$ cat src/design/rss_defs.svh
`ifndef RSS_DEFS_SVH
`define RSS_DEFS_SVH

`define RSS_CTRL_OFF 8'h00
`define RSS_LEVEL_OFF 8'h04
`define RSS_SWRST_OFF 8'h08
`define RSS_WDTO_OFF 8'h0C
`define RSS_KICK_OFF 8'h10
`define RSS_BUZZ_OFF 8'h14
`define RSS_STAT_OFF 8'h18
`define RSS_STATE_OFF 8'h1C

`define RSS_CTRL_RST 8'h01
`define RSS_LEVEL_RST 8'h00
`define RSS_WDTO_RST 32'h0001_0000
`define RSS_BUZZ_RST 16'h0400

`define RSS_B_ANAREG 0
`define RSS_B_SWDIS 1
`define RSS_B_WDTEN 2
`define RSS_B_ALVIE 3
`define RSS_B_CLVIE 4
`define RSS_B_AHVIE 5
`define RSS_B_ALVRST 6
`define RSS_B_CLVRST 7

`define RSS_S_EXT 0
`define RSS_S_SW 1
`define RSS_S_WDT 2
`define RSS_S_ALV 3
`define RSS_S_CLV 4
`define RSS_S_AHV 5

`define RSS_CLK_NS 8
`define RSS_RST_MIN_NS 150
`define RSS_RST_MIN_CYC ((`RSS_RST_MIN_NS + `RSS_CLK_NS - 1) / `RSS_CLK_NS)
`define RSS_BUZZ_ON_CYC 16'h0004
`endif

$ cat src/design/rss_pkg.sv
package rss_pkg;

  typedef enum logic [1:0] {
    RSS_ACTIVE,
    RSS_SLEEP,
    RSS_HIBERNATE
  } rss_pmode_e;

  typedef struct packed {
    logic precise_dig;
    logic precise_ana;
    logic analog_lv;
    logic core_lv;
    logic analog_hv;
  } rss_trip_s;

  typedef struct packed {
    logic precise_dig_en;
    logic precise_ana_en;
    logic lv_mon_en;
    logic initial_mon_en;
  } rss_mon_en_s;

endpackage

$ cat src/design/rss_top.sv
// Local design decisions: the address map and the AXI4-Lite interface to the registers.
`timescale 1ns/10ps
`include "rss_defs.svh"

module rss_top #(
  parameter int WDT_W = 32,
  parameter int BUZZ_W = 16
) (
  input wire logic aclk,
  input wire logic aresetn,
  input wire logic initial_supply_reset,
  input wire logic supply_ramping,
  input wire rss_pkg::rss_trip_s trip,
  input wire rss_pkg::rss_pmode_e power_mode,
  input wire logic external_reset_pin_n,
  output logic external_pin_pullup,
  output logic system_reset,
  output rss_pkg::rss_mon_en_s mon_en,
  output logic [3:0] analog_lv_level,
  output logic [3:0] core_lv_level,
  output logic wake_req,
  output logic supply_irq,
  input wire logic [7:0] s_axi_awaddr,
  input wire logic s_axi_awvalid,
  output logic s_axi_awready,
  input wire logic [31:0] s_axi_wdata,
  input wire logic [3:0] s_axi_wstrb,
  input wire logic s_axi_wvalid,
  output logic s_axi_wready,
  output logic [1:0] s_axi_bresp,
  output logic s_axi_bvalid,
  input wire logic s_axi_bready,
  input wire logic [7:0] s_axi_araddr,
  input wire logic s_axi_arvalid,
  output logic s_axi_arready,
  output logic [31:0] s_axi_rdata,
  output logic [1:0] s_axi_rresp,
  output logic s_axi_rvalid,
  input wire logic s_axi_rready
);
  import rss_pkg::*;

  // ----------------------------------------
  // Helpers.
  // ----------------------------------------
  function automatic logic mapped(input logic [7:0] a);
    mapped = (a[1:0] == 2'h0) && (a <= `RSS_STATE_OFF);
  endfunction

  function automatic logic [31:0] merge(input logic [31:0] o, input logic [31:0] n,
                                        input logic [3:0] s);
    logic [31:0] r;
    r = o;
    for (int i = 0; i < 4; i++) begin
      if (s[i]) begin
        r[i*8 +: 8] = n[i*8 +: 8];
      end
    end
    merge = r;
  endfunction

  // ----------------------------------------
  // State.
  // ----------------------------------------
  logic aw_hold_ff, w_hold_ff, awready_ff, wready_ff, bvalid_ff, arready_ff, rvalid_ff;
  logic [1:0] bresp_ff, rresp_ff;
  logic [7:0] waddr_ff;
  logic [31:0] wdata_ff, rdata_ff;
  logic [3:0] wstrb_ff;
  logic [7:0] ctrl_ff, level_ff;
  logic wdt_en_ff;
  logic [WDT_W-1:0] wdt_to_ff, wdt_cnt_ff;
  logic [BUZZ_W-1:0] buzz_per_ff, buzz_cnt_ff;
  logic [5:0] stat_ff;
  logic software_reset_ff, wdt_fire_ff, boot_done_ff, sys_rst_ff, buzz_ff;
  logic [4:0] hold_cnt_ff;
  rss_mon_en_s mon_en_ff;
  logic wake_req_ff, irq_ff, pullup_ff;

  logic do_wr, aw_go, w_go, ar_go;
  logic initial_supply_reset_act, precise_undervolt_reset_act, external_reset_pin_act, lvi_rst, src_any, por_clr;
  logic [2:0] lv_ev;
  logic [5:0] stat_set, stat_clr;
  logic [31:0] rd_mux;

  assign aw_go = s_axi_awvalid && awready_ff;
  assign w_go = s_axi_wvalid && wready_ff;
  assign ar_go = s_axi_arvalid && arready_ff;
  assign do_wr = aw_hold_ff && w_hold_ff && !bvalid_ff;

  // ----------------------------------------
  // Reset sources and merge.
  // ----------------------------------------
  assign initial_supply_reset_act = !boot_done_ff && (initial_supply_reset || supply_ramping);
  assign precise_undervolt_reset_act = mon_en_ff.precise_dig_en && trip.precise_dig
                 || mon_en_ff.precise_ana_en && trip.precise_ana;
  assign external_reset_pin_act = !external_reset_pin_n;
  assign lv_ev[0] = mon_en_ff.lv_mon_en && trip.analog_lv;
  assign lv_ev[1] = mon_en_ff.lv_mon_en && trip.core_lv;
  assign lv_ev[2] = mon_en_ff.lv_mon_en && trip.analog_hv;
  assign lvi_rst = lv_ev[0] && ctrl_ff[`RSS_B_ALVRST]
                || lv_ev[1] && ctrl_ff[`RSS_B_CLVRST];
  assign src_any = initial_supply_reset_act || precise_undervolt_reset_act || external_reset_pin_act || software_reset_ff || wdt_fire_ff
                || lvi_rst;
  assign por_clr = !aresetn || initial_supply_reset_act || precise_undervolt_reset_act;

  always_ff @(posedge aclk) begin
    if (!aresetn) begin
      hold_cnt_ff <= 5'(`RSS_RST_MIN_CYC);
      sys_rst_ff <= 1'b1;
    end else if (src_any) begin
      hold_cnt_ff <= 5'(`RSS_RST_MIN_CYC);
      sys_rst_ff <= 1'b1;
    end else begin
      if (hold_cnt_ff != 5'h00) begin
        hold_cnt_ff <= hold_cnt_ff - 5'h01;
      end
      sys_rst_ff <= (hold_cnt_ff > 5'h01);
    end
  end

  always_ff @(posedge aclk) begin
    if (!aresetn) begin
      boot_done_ff <= 1'b0;
    end else if (!sys_rst_ff) begin
      boot_done_ff <= 1'b1;
    end
  end

  always_ff @(posedge aclk) begin
    if (!aresetn) begin
      pullup_ff <= 1'b1;
    end else begin
      pullup_ff <= 1'b1;
    end
  end

  // ----------------------------------------
  // Monitor enables and sleep buzz.
  // ----------------------------------------
  always_ff @(posedge aclk) begin
    if (!aresetn || power_mode != RSS_SLEEP) begin
      buzz_cnt_ff <= '0;
      buzz_ff <= 1'b0;
    end else begin
      buzz_cnt_ff <= (buzz_cnt_ff >= buzz_per_ff) ? '0 : buzz_cnt_ff + 1'b1;
      buzz_ff <= (buzz_cnt_ff < BUZZ_W'(`RSS_BUZZ_ON_CYC));
    end
  end

  logic mon_on;
  assign mon_on = boot_done_ff && (power_mode == RSS_ACTIVE
                                   || power_mode == RSS_SLEEP && buzz_ff);

  always_ff @(posedge aclk) begin
    if (!aresetn) begin
      mon_en_ff <= '0;
    end else begin
      mon_en_ff.initial_mon_en <= !boot_done_ff;
      mon_en_ff.precise_dig_en <= mon_on;
      mon_en_ff.precise_ana_en <= mon_on && ctrl_ff[`RSS_B_ANAREG];
      mon_en_ff.lv_mon_en <= mon_on;
    end
  end

  // ----------------------------------------
  // Supply interrupt and wakeup.
  // ----------------------------------------
  logic irq_pend;
  assign irq_pend = stat_ff[`RSS_S_ALV] && ctrl_ff[`RSS_B_ALVIE]
                 || stat_ff[`RSS_S_CLV] && ctrl_ff[`RSS_B_CLVIE]
                 || stat_ff[`RSS_S_AHV] && ctrl_ff[`RSS_B_AHVIE];

  always_ff @(posedge aclk) begin
    if (!aresetn || sys_rst_ff) begin
      wake_req_ff <= 1'b0;
      irq_ff <= 1'b0;
    end else begin
      wake_req_ff <= irq_pend && power_mode != RSS_ACTIVE;
      irq_ff <= irq_pend && power_mode == RSS_ACTIVE;
    end
  end

  // ----------------------------------------
  // Status register.
  // ----------------------------------------
  assign stat_set[`RSS_S_EXT] = external_reset_pin_act;
  assign stat_set[`RSS_S_SW] = software_reset_ff;
  assign stat_set[`RSS_S_WDT] = wdt_fire_ff;
  assign stat_set[`RSS_S_ALV] = lv_ev[0];
  assign stat_set[`RSS_S_CLV] = lv_ev[1];
  assign stat_set[`RSS_S_AHV] = lv_ev[2];
  assign stat_clr = (do_wr && waddr_ff == `RSS_STAT_OFF && wstrb_ff[0]) ? wdata_ff[5:0]
                                                                        : 6'h00;

  always_ff @(posedge aclk) begin
    if (por_clr) begin
      stat_ff <= 6'h00;
    end else begin
      stat_ff <= (stat_ff & ~stat_clr) | stat_set;
    end
  end

  // ----------------------------------------
  // Control registers.
  // ----------------------------------------
  always_ff @(posedge aclk) begin
    if (!aresetn || sys_rst_ff) begin
      ctrl_ff <= `RSS_CTRL_RST;
      level_ff <= `RSS_LEVEL_RST;
      wdt_to_ff <= WDT_W'(`RSS_WDTO_RST);
      buzz_per_ff <= BUZZ_W'(`RSS_BUZZ_RST);
    end else if (do_wr) begin
      if (waddr_ff == `RSS_CTRL_OFF && wstrb_ff[0]) begin
        ctrl_ff <= wdata_ff[7:0];
      end
      if (waddr_ff == `RSS_LEVEL_OFF && wstrb_ff[0]) begin
        level_ff <= wdata_ff[7:0];
      end
      if (waddr_ff == `RSS_WDTO_OFF) begin
        wdt_to_ff <= WDT_W'(merge(32'(wdt_to_ff), wdata_ff, wstrb_ff));
      end
      if (waddr_ff == `RSS_BUZZ_OFF) begin
        buzz_per_ff <= BUZZ_W'(merge(32'(buzz_per_ff), wdata_ff, wstrb_ff));
      end
    end
  end

  always_ff @(posedge aclk) begin
    if (!aresetn || sys_rst_ff) begin
      software_reset_ff <= 1'b0;
    end else begin
      software_reset_ff <= do_wr && waddr_ff == `RSS_SWRST_OFF && wstrb_ff[0] && wdata_ff[0]
              && !ctrl_ff[`RSS_B_SWDIS];
    end
  end

  // ----------------------------------------
  // Watchdog.
  // ----------------------------------------
  always_ff @(posedge aclk) begin
    if (!aresetn || initial_supply_reset_act) begin
      wdt_en_ff <= 1'b0;
    end else if (do_wr && waddr_ff == `RSS_CTRL_OFF && wstrb_ff[0]
                 && wdata_ff[`RSS_B_WDTEN]) begin
      wdt_en_ff <= 1'b1;
    end
  end

  always_ff @(posedge aclk) begin
    if (!aresetn || sys_rst_ff || !wdt_en_ff) begin
      wdt_cnt_ff <= wdt_to_ff;
      wdt_fire_ff <= 1'b0;
    end else if (do_wr && waddr_ff == `RSS_KICK_OFF) begin
      wdt_cnt_ff <= wdt_to_ff;
      wdt_fire_ff <= 1'b0;
    end else begin
      if (wdt_cnt_ff != '0) begin
        wdt_cnt_ff <= wdt_cnt_ff - 1'b1;
      end
      wdt_fire_ff <= (wdt_cnt_ff == '0);
    end
  end

  // ----------------------------------------
  // AXI4-Lite write channel.
  // ----------------------------------------
  always_ff @(posedge aclk) begin
    if (!aresetn) begin
      aw_hold_ff <= 1'b0;
      awready_ff <= 1'b0;
      waddr_ff <= 8'h00;
    end else if (s_axi_bvalid && s_axi_bready) begin
      aw_hold_ff <= 1'b0;
      awready_ff <= 1'b1;
    end else if (aw_go) begin
      aw_hold_ff <= 1'b1;
      awready_ff <= 1'b0;
      waddr_ff <= s_axi_awaddr;
    end else if (!aw_hold_ff) begin
      awready_ff <= 1'b1;
    end
  end

  always_ff @(posedge aclk) begin
    if (!aresetn) begin
      w_hold_ff <= 1'b0;
      wready_ff <= 1'b0;
      wdata_ff <= 32'h0000_0000;
      wstrb_ff <= 4'h0;
    end else if (s_axi_bvalid && s_axi_bready) begin
      w_hold_ff <= 1'b0;
      wready_ff <= 1'b1;
    end else if (w_go) begin
      w_hold_ff <= 1'b1;
      wready_ff <= 1'b0;
      wdata_ff <= s_axi_wdata;
      wstrb_ff <= s_axi_wstrb;
    end else if (!w_hold_ff) begin
      wready_ff <= 1'b1;
    end
  end

  always_ff @(posedge aclk) begin
    if (!aresetn) begin
      bvalid_ff <= 1'b0;
      bresp_ff <= 2'h0;
    end else if (do_wr) begin
      bvalid_ff <= 1'b1;
      bresp_ff <= mapped(waddr_ff) ? 2'h0 : 2'h2;
    end else if (s_axi_bready) begin
      bvalid_ff <= 1'b0;
    end
  end

  // ----------------------------------------
  // AXI4-Lite read channel.
  // ----------------------------------------
  always_comb begin
    rd_mux = 32'h0000_0000;
    case (s_axi_araddr)
      `RSS_CTRL_OFF: rd_mux = {24'h0, ctrl_ff[7:3], wdt_en_ff, ctrl_ff[1:0]};
      `RSS_LEVEL_OFF: rd_mux = {24'h0, level_ff};
      `RSS_WDTO_OFF: rd_mux = 32'(wdt_to_ff);
      `RSS_KICK_OFF: rd_mux = 32'(wdt_cnt_ff);
      `RSS_BUZZ_OFF: rd_mux = 32'(buzz_per_ff);
      `RSS_STAT_OFF: rd_mux = {26'h0, stat_ff};
      `RSS_STATE_OFF: rd_mux = {26'h0, irq_ff, wake_req_ff, buzz_ff,
                                mon_en_ff.lv_mon_en, mon_en_ff.precise_dig_en,
                                boot_done_ff};
      default: rd_mux = 32'h0000_0000;
    endcase
  end

  always_ff @(posedge aclk) begin
    if (!aresetn) begin
      arready_ff <= 1'b0;
      rvalid_ff <= 1'b0;
      rdata_ff <= 32'h0000_0000;
      rresp_ff <= 2'h0;
    end else if (ar_go) begin
      arready_ff <= 1'b0;
      rvalid_ff <= 1'b1;
      rdata_ff <= rd_mux;
      rresp_ff <= mapped(s_axi_araddr) ? 2'h0 : 2'h2;
    end else if (rvalid_ff && s_axi_rready) begin
      rvalid_ff <= 1'b0;
      arready_ff <= 1'b1;
    end else if (!rvalid_ff) begin
      arready_ff <= 1'b1;
    end
  end

  // ----------------------------------------
  // Outputs.
  // ----------------------------------------
  assign external_pin_pullup = pullup_ff;
  assign system_reset = sys_rst_ff;
  assign mon_en = mon_en_ff;
  assign analog_lv_level = level_ff[3:0];
  assign core_lv_level = level_ff[7:4];
  assign wake_req = wake_req_ff;
  assign supply_irq = irq_ff;
  assign s_axi_awready = awready_ff;
  assign s_axi_wready = wready_ff;
  assign s_axi_bvalid = bvalid_ff;
  assign s_axi_bresp = bresp_ff;
  assign s_axi_arready = arready_ff;
  assign s_axi_rvalid = rvalid_ff;
  assign s_axi_rdata = rdata_ff;
  assign s_axi_rresp = rresp_ff;

endmodule // rss_top

$ cat config.mk
export PLATFORM = sky130hd
export DESIGN_NAME = rss_top
export DESIGN_NICKNAME = d
export VERILOG_FILES = /design/src/design/rss_pkg.sv /design/src/design/rss_top.sv
export VERILOG_INCLUDE_DIRS = /design/src /design/src/design
export SDC_FILE = /design/constraint.sdc
export NUM_CORES = 1
export LEC_CHECK = 0
export BUFFER_PORTS_ARGS = -buffer_cell sky130_fd_sc_hd__buf_2
export CAP_MARGIN = 20
export CORE_UTILIZATION = 50
export DETAILED_ROUTE_END_ITERATION = 10
export GPL_TIMING_DRIVEN = 0
export PLACE_DENSITY = 0.76
export SYNTH_ARGS = -nofsm -noshare
export SYNTH_HDL_FRONTEND = slang
export SYNTH_SLANG_ARGS = --single-unit
$ cat constraint.sdc
create_clock -name aclk -period 6.32 [get_ports aclk]
set_clock_uncertainty 0.1 [all_clocks]
set_input_delay 0.632 -clock aclk [delete_from_list [all_inputs] [get_ports aclk]]
set_output_delay 0.632 -clock aclk [all_outputs]
set_load 0.05 [all_outputs]
* After elaboration in Yosys (flattened, before gate mapping)
Cells that the tools add are included.
** Operators by class
- Order comparisons :: 5
- Shifts and indexed selects :: 0
- Bitwise operators :: 5
- $add $sub $neg :: 3
- Reductions and logical operators :: 86
- $mul :: 0
- Multiplexer cells :: 19
- Divide/modulo/power cells :: 0
- Eq/ne operators :: 17
** Operator list (number)
- $pmux W32 S7 :: 1
- $mux W32 :: 3
- $eq A8 B5 Y1 const B :: 7
- $logic_and A1 B1 Y1 :: 37
- $logic_not A32 Y1 :: 1
- $reduce_bool A32 Y1 :: 1
- $sub A32 B1 Y32 const B :: 1
- $eq A8 B4 Y1 const B :: 3
- $reduce_and A3 Y1 :: 6
- $add A16 B1 Y16 const B :: 1
- $eq A8 B3 Y1 const B :: 2
- $ge A16 B16 Y1 :: 1
- $le A8 B5 Y1 const B :: 2
- $logic_not A8 Y1 :: 2
- $logic_or A1 B1 Y1 :: 16
- $lt A16 B3 Y1 const B :: 1
- $mux W1 :: 12
- $reduce_or A2 Y1 :: 5
- $reduce_and A2 Y1 :: 4
- $and A6 B6 Y6 :: 1
- $logic_not A1 Y1 :: 6
- $logic_not A2 Y1 :: 3
- $mux W6 :: 1
- $ne A3 B1 Y1 const B :: 2
- 11 further kinds :: 16
** Storage, ports and cells
- Memory bits (writable) :: 0
- Latch bits :: 0
- Input port bits :: 69
- Memories :: 0
- Output and inout port bits :: 57
- Register bits :: 221
- Logic and storage cells :: 171
- Memory bits (read-only) :: 0

* Logic depth before layout (Yosys ltp)
Gate-level depths: netlist of the first run.
- Word-level depth :: 8
- Depth in mapped cells :: 9
- Gate-level depth less buffers :: 7

* Worst setup path before layout of the first run
Ideal clock, no wire load.
- Path type :: register -> register
- From :: register wdt_cnt_ff[24]
- To :: register wdt_cnt_ff[0] (enable)
- Buffers on the path :: 0
- Data arrival time :: 2.272 ns
- Period minus slack after synthesis :: 2.773 ns
- Library setup time :: 0.401 ns
- Cell stages (with the launch flop) :: 6
- Path slack :: 3.547 ns
- Required time :: 5.819 ns
- Path through :: edfxtp_1 -> or4_1 -> or3_1 -> or3_1 -> nor4_1 -> inv_1
** Between the ends
- Longest elaborated chain between the ends :: 2
** Ends and longest elaborated chain
- start: declaration :: line rss_top.sv:72 : logic [WDT_W-1:0] wdt_to_ff, wdt_cnt_ff;
- start signal: assignment :: line rss_top.sv:252 : wdt_cnt_ff <= wdt_to_ff;
- start signal: assignment :: line rss_top.sv:255 : wdt_cnt_ff <= wdt_to_ff;
- start signal: assignment :: line rss_top.sv:259 : wdt_cnt_ff <= wdt_cnt_ff - 1'b1;
- $reduce_bool A32 Y1 :: line rss_top.sv:258 : if (wdt_cnt_ff != '0) begin
- $reduce_bool A3 Y1 (no line)
Every way passes these cells.
A chain may end at the register's enable or synchronous reset.

* Worst setup path in the final report of the first run
- From :: register wdt_cnt_ff[0]
- To :: register wdt_cnt_ff[22] (enable)
Same word-level chain as after synthesis.

==> out/qor.yml, run 1 <==
status:
  outcome: "finished clean"
route:
  vias: 8474
  vias_per_cell: 5.69
  wl_per_cell_um: 17.6
  drc_errors: 0
  drt_first_pass_iters: 5
  drtIter0Drc: 625
  drt-total-wl_um: 26300
  drtAntennaViolNets: 0
setup_path:
  critical_path.max_fanout: 20
  r2r_setup_slack_ns: 2.90
  worst_ep_required_time_ns: 6.49
  reg2reg_from: "wdt_cnt_ff[0]"
  r2r-end: "wdt_cnt_ff[22]"
  r2r_cells: 8
  arrival_ns: 3.58
  start_kind: "flip-flop"
  critical_path_class: "reg2reg"
  cp-end-kind: "flip-flop"
clocking:
  cts.sinks: 218
  cts.clk_slew.worst_paths_ns: 0.06
  numCtsBuffers: 24
  insertion_delay_ns: 0.52
  cts_tree: "built"
  cts_max_path_buffers: 3
  cts_post_setup_buffers_inserted: 0
  root_buffer: "clkbuf_16"
  ctsResizeCount: 0
  hold_buffers: 0
  htreeDepth: 1
worst_hold_path:
  holdPathStages: 2
  worstHoldPathType: "in2reg"
  hold-path-endpoint: "stat_ff[0]"
  min-delay-start: "external_reset_pin_n"
job:
  cap_violations: 0
place:
  place_inst: 1445
  dpl_cell_area_um2: 10700
  place_hpwl_um: 19000
  gp_congestion: 0.945
  pre_cts_ws_ns: 3.04
  port_buffers: 120
synth:
  synth.largest_area_cell: "dfxtp_1"
  ys.flop_type: "dfxtp_1"
  ys_seq_area_share_pct: 47.9
  yosys_register_bits: 218
  synth_warnings: 0
  synth_area_leaders: "dfxtp_1 38%, edfxtp_1 9.8%, mux2i_1 6.7%"
  synth-edff-count: 32
  async_flop_share_pct: 0
  synth_top_area_share_pct: 38.1
  syn_area_um2: 9780
  yosys.cell_types.count: 61
  avgSynthCellArea_um2: 9.20
  synth_cells: 1063
sta:
  slew_violations: 0
  fin_crit_sh_pct: 54.0
  worst_pin_slew_ns: 1.06
  fmax_mhz: 293
  setup_ws_ns: 2.90
  relSlewSlack_pct: 29.0
  finalSetupViolCount: 0
  min_period_ns: 3.42
  final_hold_viol_count: 0
  fin_setup_tns_ns: 0
  grt_setup_unrepaired: "false"
  hold-worst-slack_ns: 0.224
final_layout:
  nFillCells: 1625
  design_area_um2: 11500
  drive_gt1_share_pct: 15.4
  nNetsFinal: 1301
  n_antenna_cell: 0
  stdcell_count: 1490
  area_growth_syn_to_layout_pct: 17.5
global_route:
  gr-total-overflow: 0
  antenna_found_initial: 0
  globalRouteTotalUtil_pct: 26.1
  grt_pass1_wl_um: 41200
  grt_pass1_vias: 7864
  grt_max_degree: 21
floorplanning:
  initial_utilization_pct: 51.6
  core_area_um2: 19000
  ios: 126
  die_x_um: 142
  die_h_um: 142
  dieArea_um2: 20100
  row_count: 50
power_and_ir_drop:
  power_density_nw_per_um2: 254
  p_leak_nw: 4.68
  peakVddDrop_v: 0.000180
==> worst max-delay path: stages, from the launching register on <==
cell and delay, ns:
edfxtp_1 0.53, inv_1 0.11, ha_1 0.22, nor2b_1 0.36, nand3_1 0.30, or2_2 0.39
nor4_1 0.45, inv_1 0.42, buf_16 0.29
==> sequential cells by signal (all words and copies together), names as in the netlist, 3 cells and up <==
signal	flops
stat_ff	6
s_axi_rdata	32
wdt_cnt_ff	32
mon_en	3
wstrb_ff	4
ctrl_ff	7
hold_cnt_ff	5
wdata_ff	32
waddr_ff	8
buzz_cnt_ff	16
level_ff	8
wdt_to_ff	32
buzz_per_ff	16
==> cells in the final DEF, fill, tap and decap left out, drive strengths merged, types with 26 or more instances in the layout <==
cell type	count
nand2	169
buf	133
edfxtp	32
mux2i	65
clkbuf	79
dfxtp	186
a22oi	33
a21oi	26
a21boi	41
nor2	102
inv	31
o21ai	60
==> where the power goes <==
part,internal (mW),switching (mW)
Clock,0.783,0.562
Combinational,0.0487,0.0863
Sequential,1.42,0.0179
Total,2.25,0.666
==> layer usage <==
metal	track usage (%)	wire length, µm
met4	9.11	706
met3	5.20	2260
met1	35.1	11400
met2	41.6	11900
met5	0	0
==> Yosys cell counts, types with 6 or more instances <==
| cell | n |
|---|---|
| nand2b_1 | 7 |
| mux2_2 | 11 |
| o2bb2ai_1 | 8 |
| dfxtp_1 | 186 |
| buf_2 | 7 |
| nand3_1 | 20 |
| a221oi_1 | 7 |
| xnor2_1 | 20 |
| nand2_1 | 169 |
| xor2_1 | 19 |
| a31oi_1 | 7 |
| edfxtp_1 | 32 |
| a22oi_1 | 33 |
| or3_1 | 6 |
| nor2_1 | 102 |
| inv_1 | 29 |
| a21boi_0 | 41 |
| nor3_1 | 18 |
| clkbuf_1 | 43 |
| nor2b_1 | 22 |
| o21ai_0 | 59 |
| a22o_1 | 8 |
| nor4_1 | 16 |
| ha_1 | 20 |
| nand4_1 | 12 |
| a21oi_1 | 26 |
| mux2i_1 | 65 |
| or4_1 | 7 |
==> final cells by class <==
| type | count | area (µm²) | share of cell area [%] |
|---|---|---|---|
| multi-input cells | 762 | 4760 | 41.4 |
| flip-flops and latches | 218 | 4680 | 40.7 |
| clock buffers | 35 | 673 | 5.86 |
| repair buffers | 122 | 633 | 5.51 |
| well taps | 260 | 325 | 2.83 |
| plain buffers | 55 | 230 | 2.00 |
| inverters | 29 | 109 | 0.947 |
| clock inverters | 9 | 77.6 | 0.675 |
==> per-stage QoR <==
stage	util, %	total power, mW
6_report	60.6	2.92
5_1_grt	60.6	3.00
4_1_cts	60.6	2.93
3_5_place_dp	56.7	1.60
3_3_place_gp	56.5	1.60
2_1_floorplan	-	1.55
==> worst max path at each step <==
stage | from | endpoint | slack [ns] | cells past startpoint
floorplan | wdt_cnt_ff[24] | wdt_cnt_ff[0] | 3.55 | 5
global placement | aresetn | wdt_cnt_ff[8] | 2.89 | 7
detailed placement | wdt_cnt_ff[1] | wdt_cnt_ff[23] | 3.04 | 8
CTS | wdt_cnt_ff[0] | wdt_cnt_ff[15] | 2.95 | 8
global route | wdt_cnt_ff[0] | wdt_cnt_ff[12] | 2.75 | 8
finish | wdt_cnt_ff[0] | wdt_cnt_ff[22] | 2.90 | 8
==> cells by family (layout without fill, tap and decap cells) <==
group,count (synthesis),after routing,synth area share [%]
buf+inv,84,250,3.47
xor+xnor,39,39,3.49
other cells,2,3,0.0768
compound gates,213,213,14.5
fa+ha+maj,20,20,2.56
flops,218,218,47.9
simple gates,408,408,19.4
mux,79,79,8.61
Power figures use the tool's default switching activity.
==> run 2, diff against run 1 <==
--- a/config.mk
+++ b/config.mk
@@ -11,7 +11,7 @@
 export CORE_UTILIZATION = 50
 export DETAILED_ROUTE_END_ITERATION = 10
 export GPL_TIMING_DRIVEN = 0
-export PLACE_DENSITY = 0.76
+export PLACE_DENSITY = 0.78
 export SYNTH_ARGS = -nofsm -noshare
 export SYNTH_HDL_FRONTEND = slang
 export SYNTH_SLANG_ARGS = --single-unit
==> constraint.sdc (replaced) <==
create_clock -name aclk -period 2.8 [get_ports aclk]
set_clock_uncertainty 0.1 [all_clocks]
set_input_delay 0.28 -clock aclk [delete_from_list [all_inputs] [get_ports aclk]]
set_output_delay 0.28 -clock aclk [all_outputs]
set_load 0.05 [all_outputs]
==> run 2 against run 1 <==
Final area is 5.3% higher. Die area stayed put. Largest power group unchanged. Sequential power is 130% higher. Sequential cell count stayed put. Via count is 1.7% higher. Total power is 130% higher. Setup slack worse by 2.7 ns.
==> out/qor.yml, run 2 (synthesized netlist as in run 1, its figures left out) <==
setup_path:
  path_cells: "or4_1 -> or3_1 -> or3_1 -> nor4_2 -> inv_2 -> buf_4"  # was inv_1 -> ha_1 -> nor2b_1 -> nand3_1 -> or2_2 -> nor4_1 -> inv_1 -> buf_16
  worst_ep_required_time_ns: 2.97  # was 6.49 ns
  cp-end-kind: "flip-flop"  # unchanged
  critPathMostFrequentCell: "or3_1"  # was inv_1
  critical_path.max_fanout: 9  # was 20
  max_stage_delay_ns: 0.58  # was 0.53 ns
  r2r_cells: 6  # was 8
  arrival_ns: 2.80  # was 3.58 ns
  critical_path_class: "reg2reg"  # unchanged
  start_kind: "flip-flop"  # unchanged
  r2r_setup_slack_ns: 0.17  # was 2.90 ns
  r2r-end: "wdt_cnt_ff[4]"  # was wdt_cnt_ff[22]
  reg2reg_from: "wdt_cnt_ff[24]"  # was wdt_cnt_ff[0]
  cpMaxStageDelayCell: "or4_1"  # was edfxtp_1
status:
  outcome: "finished clean"  # unchanged
floorplanning:
  die_h_um: 142  # unchanged
  ios: 126  # unchanged
  core_area_um2: 19000  # unchanged
  row_count: 50  # unchanged
  dieArea_um2: 20100  # unchanged
  die_x_um: 142  # unchanged
  initial_utilization_pct: 51.6  # unchanged
clocking:
  root_buffer: "clkbuf_16"  # unchanged
  cts_tree: "built"  # unchanged
  cts.clk_slew.worst_paths_ns: 0.06  # about the same
  cts.sinks: 218  # unchanged
  numCtsBuffers: 24  # unchanged
  insertion_delay_ns: 0.52  # about the same
  cts_max_path_buffers: 3  # unchanged
  htreeDepth: 1  # unchanged
final_layout:
  area_growth_syn_to_layout_pct: 23.7  # was 17.5%
  post-route-util_pct: 63.9  # was 60.6%
  final_common_cell: "dfxtp_1"  # unchanged
  n_antenna_cell: 0  # unchanged
  nFillCells: 1543  # was 1625
  final_cell_mix: "186 x dfxtp_1, 169 x nand2_1, 128 x buf_2"  # was 186 x dfxtp_1, 169 x nand2_1, 127 x buf_2
  drive_gt1_share_pct: 15.2  # was 15.4%
  nNetsFinal: 1357  # was 1301
sta:
  final_hold_viol_count: 0  # unchanged
  finalSetupViolCount: 0  # unchanged
  setup_ws_ns: 0.169  # was 2.90 ns
  min_period_ns: 2.63  # was 3.42 ns
  grt_setup_unrepaired: "false"  # unchanged
  slew_violations: 0  # unchanged
  fmax_mhz: 380  # was 293 MHz
  fin_crit_sh_pct: 94.0  # was 54.0%
  worst_pin_slew_ns: 1.11  # was 1.06 ns
  relSlewSlack_pct: 25.4  # was 29.0%
  hold-worst-slack_ns: 0.0162  # was 0.224 ns
power_and_ir_drop:
  fin_total_pwr_mw: 6.71  # was 2.92 mW
  p_leak_nw: 4.95  # was 4.68 nW
  net-switching-power_mw: 1.50  # was 666 µW
  clkPwrFrac_pct: 46.1  # about the same
  power_frac_seq_pct: 48.4  # was 49.3%
  peakVddDrop_v: 0.000421  # was 0.000180 V
  p_int_mw: 5.21  # was 2.25 mW
  pwr-share-comb_pct: 5.4  # was 4.6%
  power_density_nw_per_um2: 555  # was 254 nW/µm²
  swShare_pct: 22.4  # was 22.8%
place:
  place_hpwl_um: 18900  # was 19000 µm
  port_buffers: 120  # unchanged
  pre_cts_ws_ns: -0.141  # was 3.04 ns
  gp_congestion: 0.951  # was 0.945
global_route:
  globalRouteTotalUtil_pct: 27.4  # was 26.1%
  grt_max_degree: 24  # was 21
  grt_pass1_vias: 8264  # was 7864
  grt_pass1_wl_um: 43500  # was 41200 µm
  gr-total-overflow: 0  # unchanged
  antenna_found_initial: 0  # unchanged
route:
  vias: 8620  # was 8474
  drt_first_pass_iters: 7  # was 5
  vias_per_cell: 5.59  # was 5.69
  drtIter0Drc: 852  # was 625
  wl_per_cell_um: 17.7  # was 17.6 µm
  drc_errors: 0  # unchanged
  drt-total-wl_um: 27400  # was 26300 µm
  drtAntennaViolNets: 0  # unchanged
worst_hold_path:
  min-delay-start: "s_axi_arvalid"  # was external_reset_pin_n
  holdPathStages: 3  # was 2
  hold-path-endpoint: "s_axi_rvalid"  # was stat_ff[0]
  worstHoldPathType: "in2reg"  # unchanged
job:
  cap_violations: 0  # unchanged
==> run 2: cell count changes in the layout (fill, tap and decap cells not counted), moves of 2 or more <==
cell / previous run / this run
nor4_1: 16 / 14
clkbuf_16: 25 / 28
nor4_2: 0 / 2
dlygate4sd3_1: 0 / 55
clkinv_2: 5 / 3
clkbuf_1: 52 / 49
==> run 2: final cells by class <==
cell class / instances / area [µm²] / share of cell area [%]
Multi-Input combinational cell: 762 / 4790 / 39.6
Sequential cell: 218 / 4680 / 38.7
Buffer: 55 / 230 / 1.90
Clock inverter: 4 / 23.8 / 0.196
Timing Repair Buffer: 178 / 1190 / 9.84
Tap cell: 260 / 325 / 2.69
Inverter: 29 / 109 / 0.899
Clock buffer: 36 / 751 / 6.20
==> run 2: power by group through the flow <==
| stage | clock network (mW) | logic (mW) | registers [mW] |
|---|---|---|---|
| floorplan | 0 | 0.160 | 3.33 |
| global placement | 0 | 0.297 | 3.31 |
| detailed placement | 0 | 0.300 | 3.32 |
| CTS | 3.11 | 0.359 | 3.25 |
| global route | 3.26 | 0.396 | 3.25 |
| finish | 3.10 | 0.366 | 3.25 |
==> run 2: how the worst max path moves through the flow <==
stage	start	endpoint	slack (ns)	cells past startpoint
after floorplan	wdt_cnt_ff[24]	wdt_cnt_ff[0]	0.03	5
after global placement	wdt_cnt_ff[1]	wdt_cnt_ff[18]	-0.42	7
after detailed placement	wdt_cnt_ff[1]	wdt_cnt_ff[15]	-0.14	8
after CTS	wdt_cnt_ff[9]	wdt_cnt_ff[26]	0.03	6
after global routing	wdt_cnt_ff[24]	wdt_cnt_ff[4]	0.03	6
final	wdt_cnt_ff[24]	wdt_cnt_ff[4]	0.17	6
==> run 2: worst max-delay path: cells and delay by family (launching register included) <==
kind          cells  cell delay [ns]
flops             1             0.50
simple gates      4             1.50
buf+inv           2             0.29
==> run 2: layer usage <==
metal | vias up | routed length (µm) | GRT usage (%)
met3 | 72 | 2000 | 5.20
met4 | 0 | 1010 | 10.0
met2 | 340 | 12800 | 45.7
met1 | 4045 | 11600 | 35.4
li1 | 4163 | - | -
met5 | - | 0 | 0
==> run 2: per-stage QoR <==
stage          TNS [ns]  std cells  instance area (µm²)
2_1_floorplan         0       1064                 9790
3_3_place_gp     -13.36       1444                10700
3_5_place_dp      -3.23       1445                10700
4_1_cts               0       1540                12100
5_1_grt               0       1542                12100
6_report              0       1542                12100
==> run 2: what timing repair did <==
action                                 in CTS  in global routing
endpoints found under the hold margin      57                  0
setup buffers                               0                  1
hold buffers                               55                  0
gates resized for setup                     3                  3
setup endpoints to repair                  23                 50
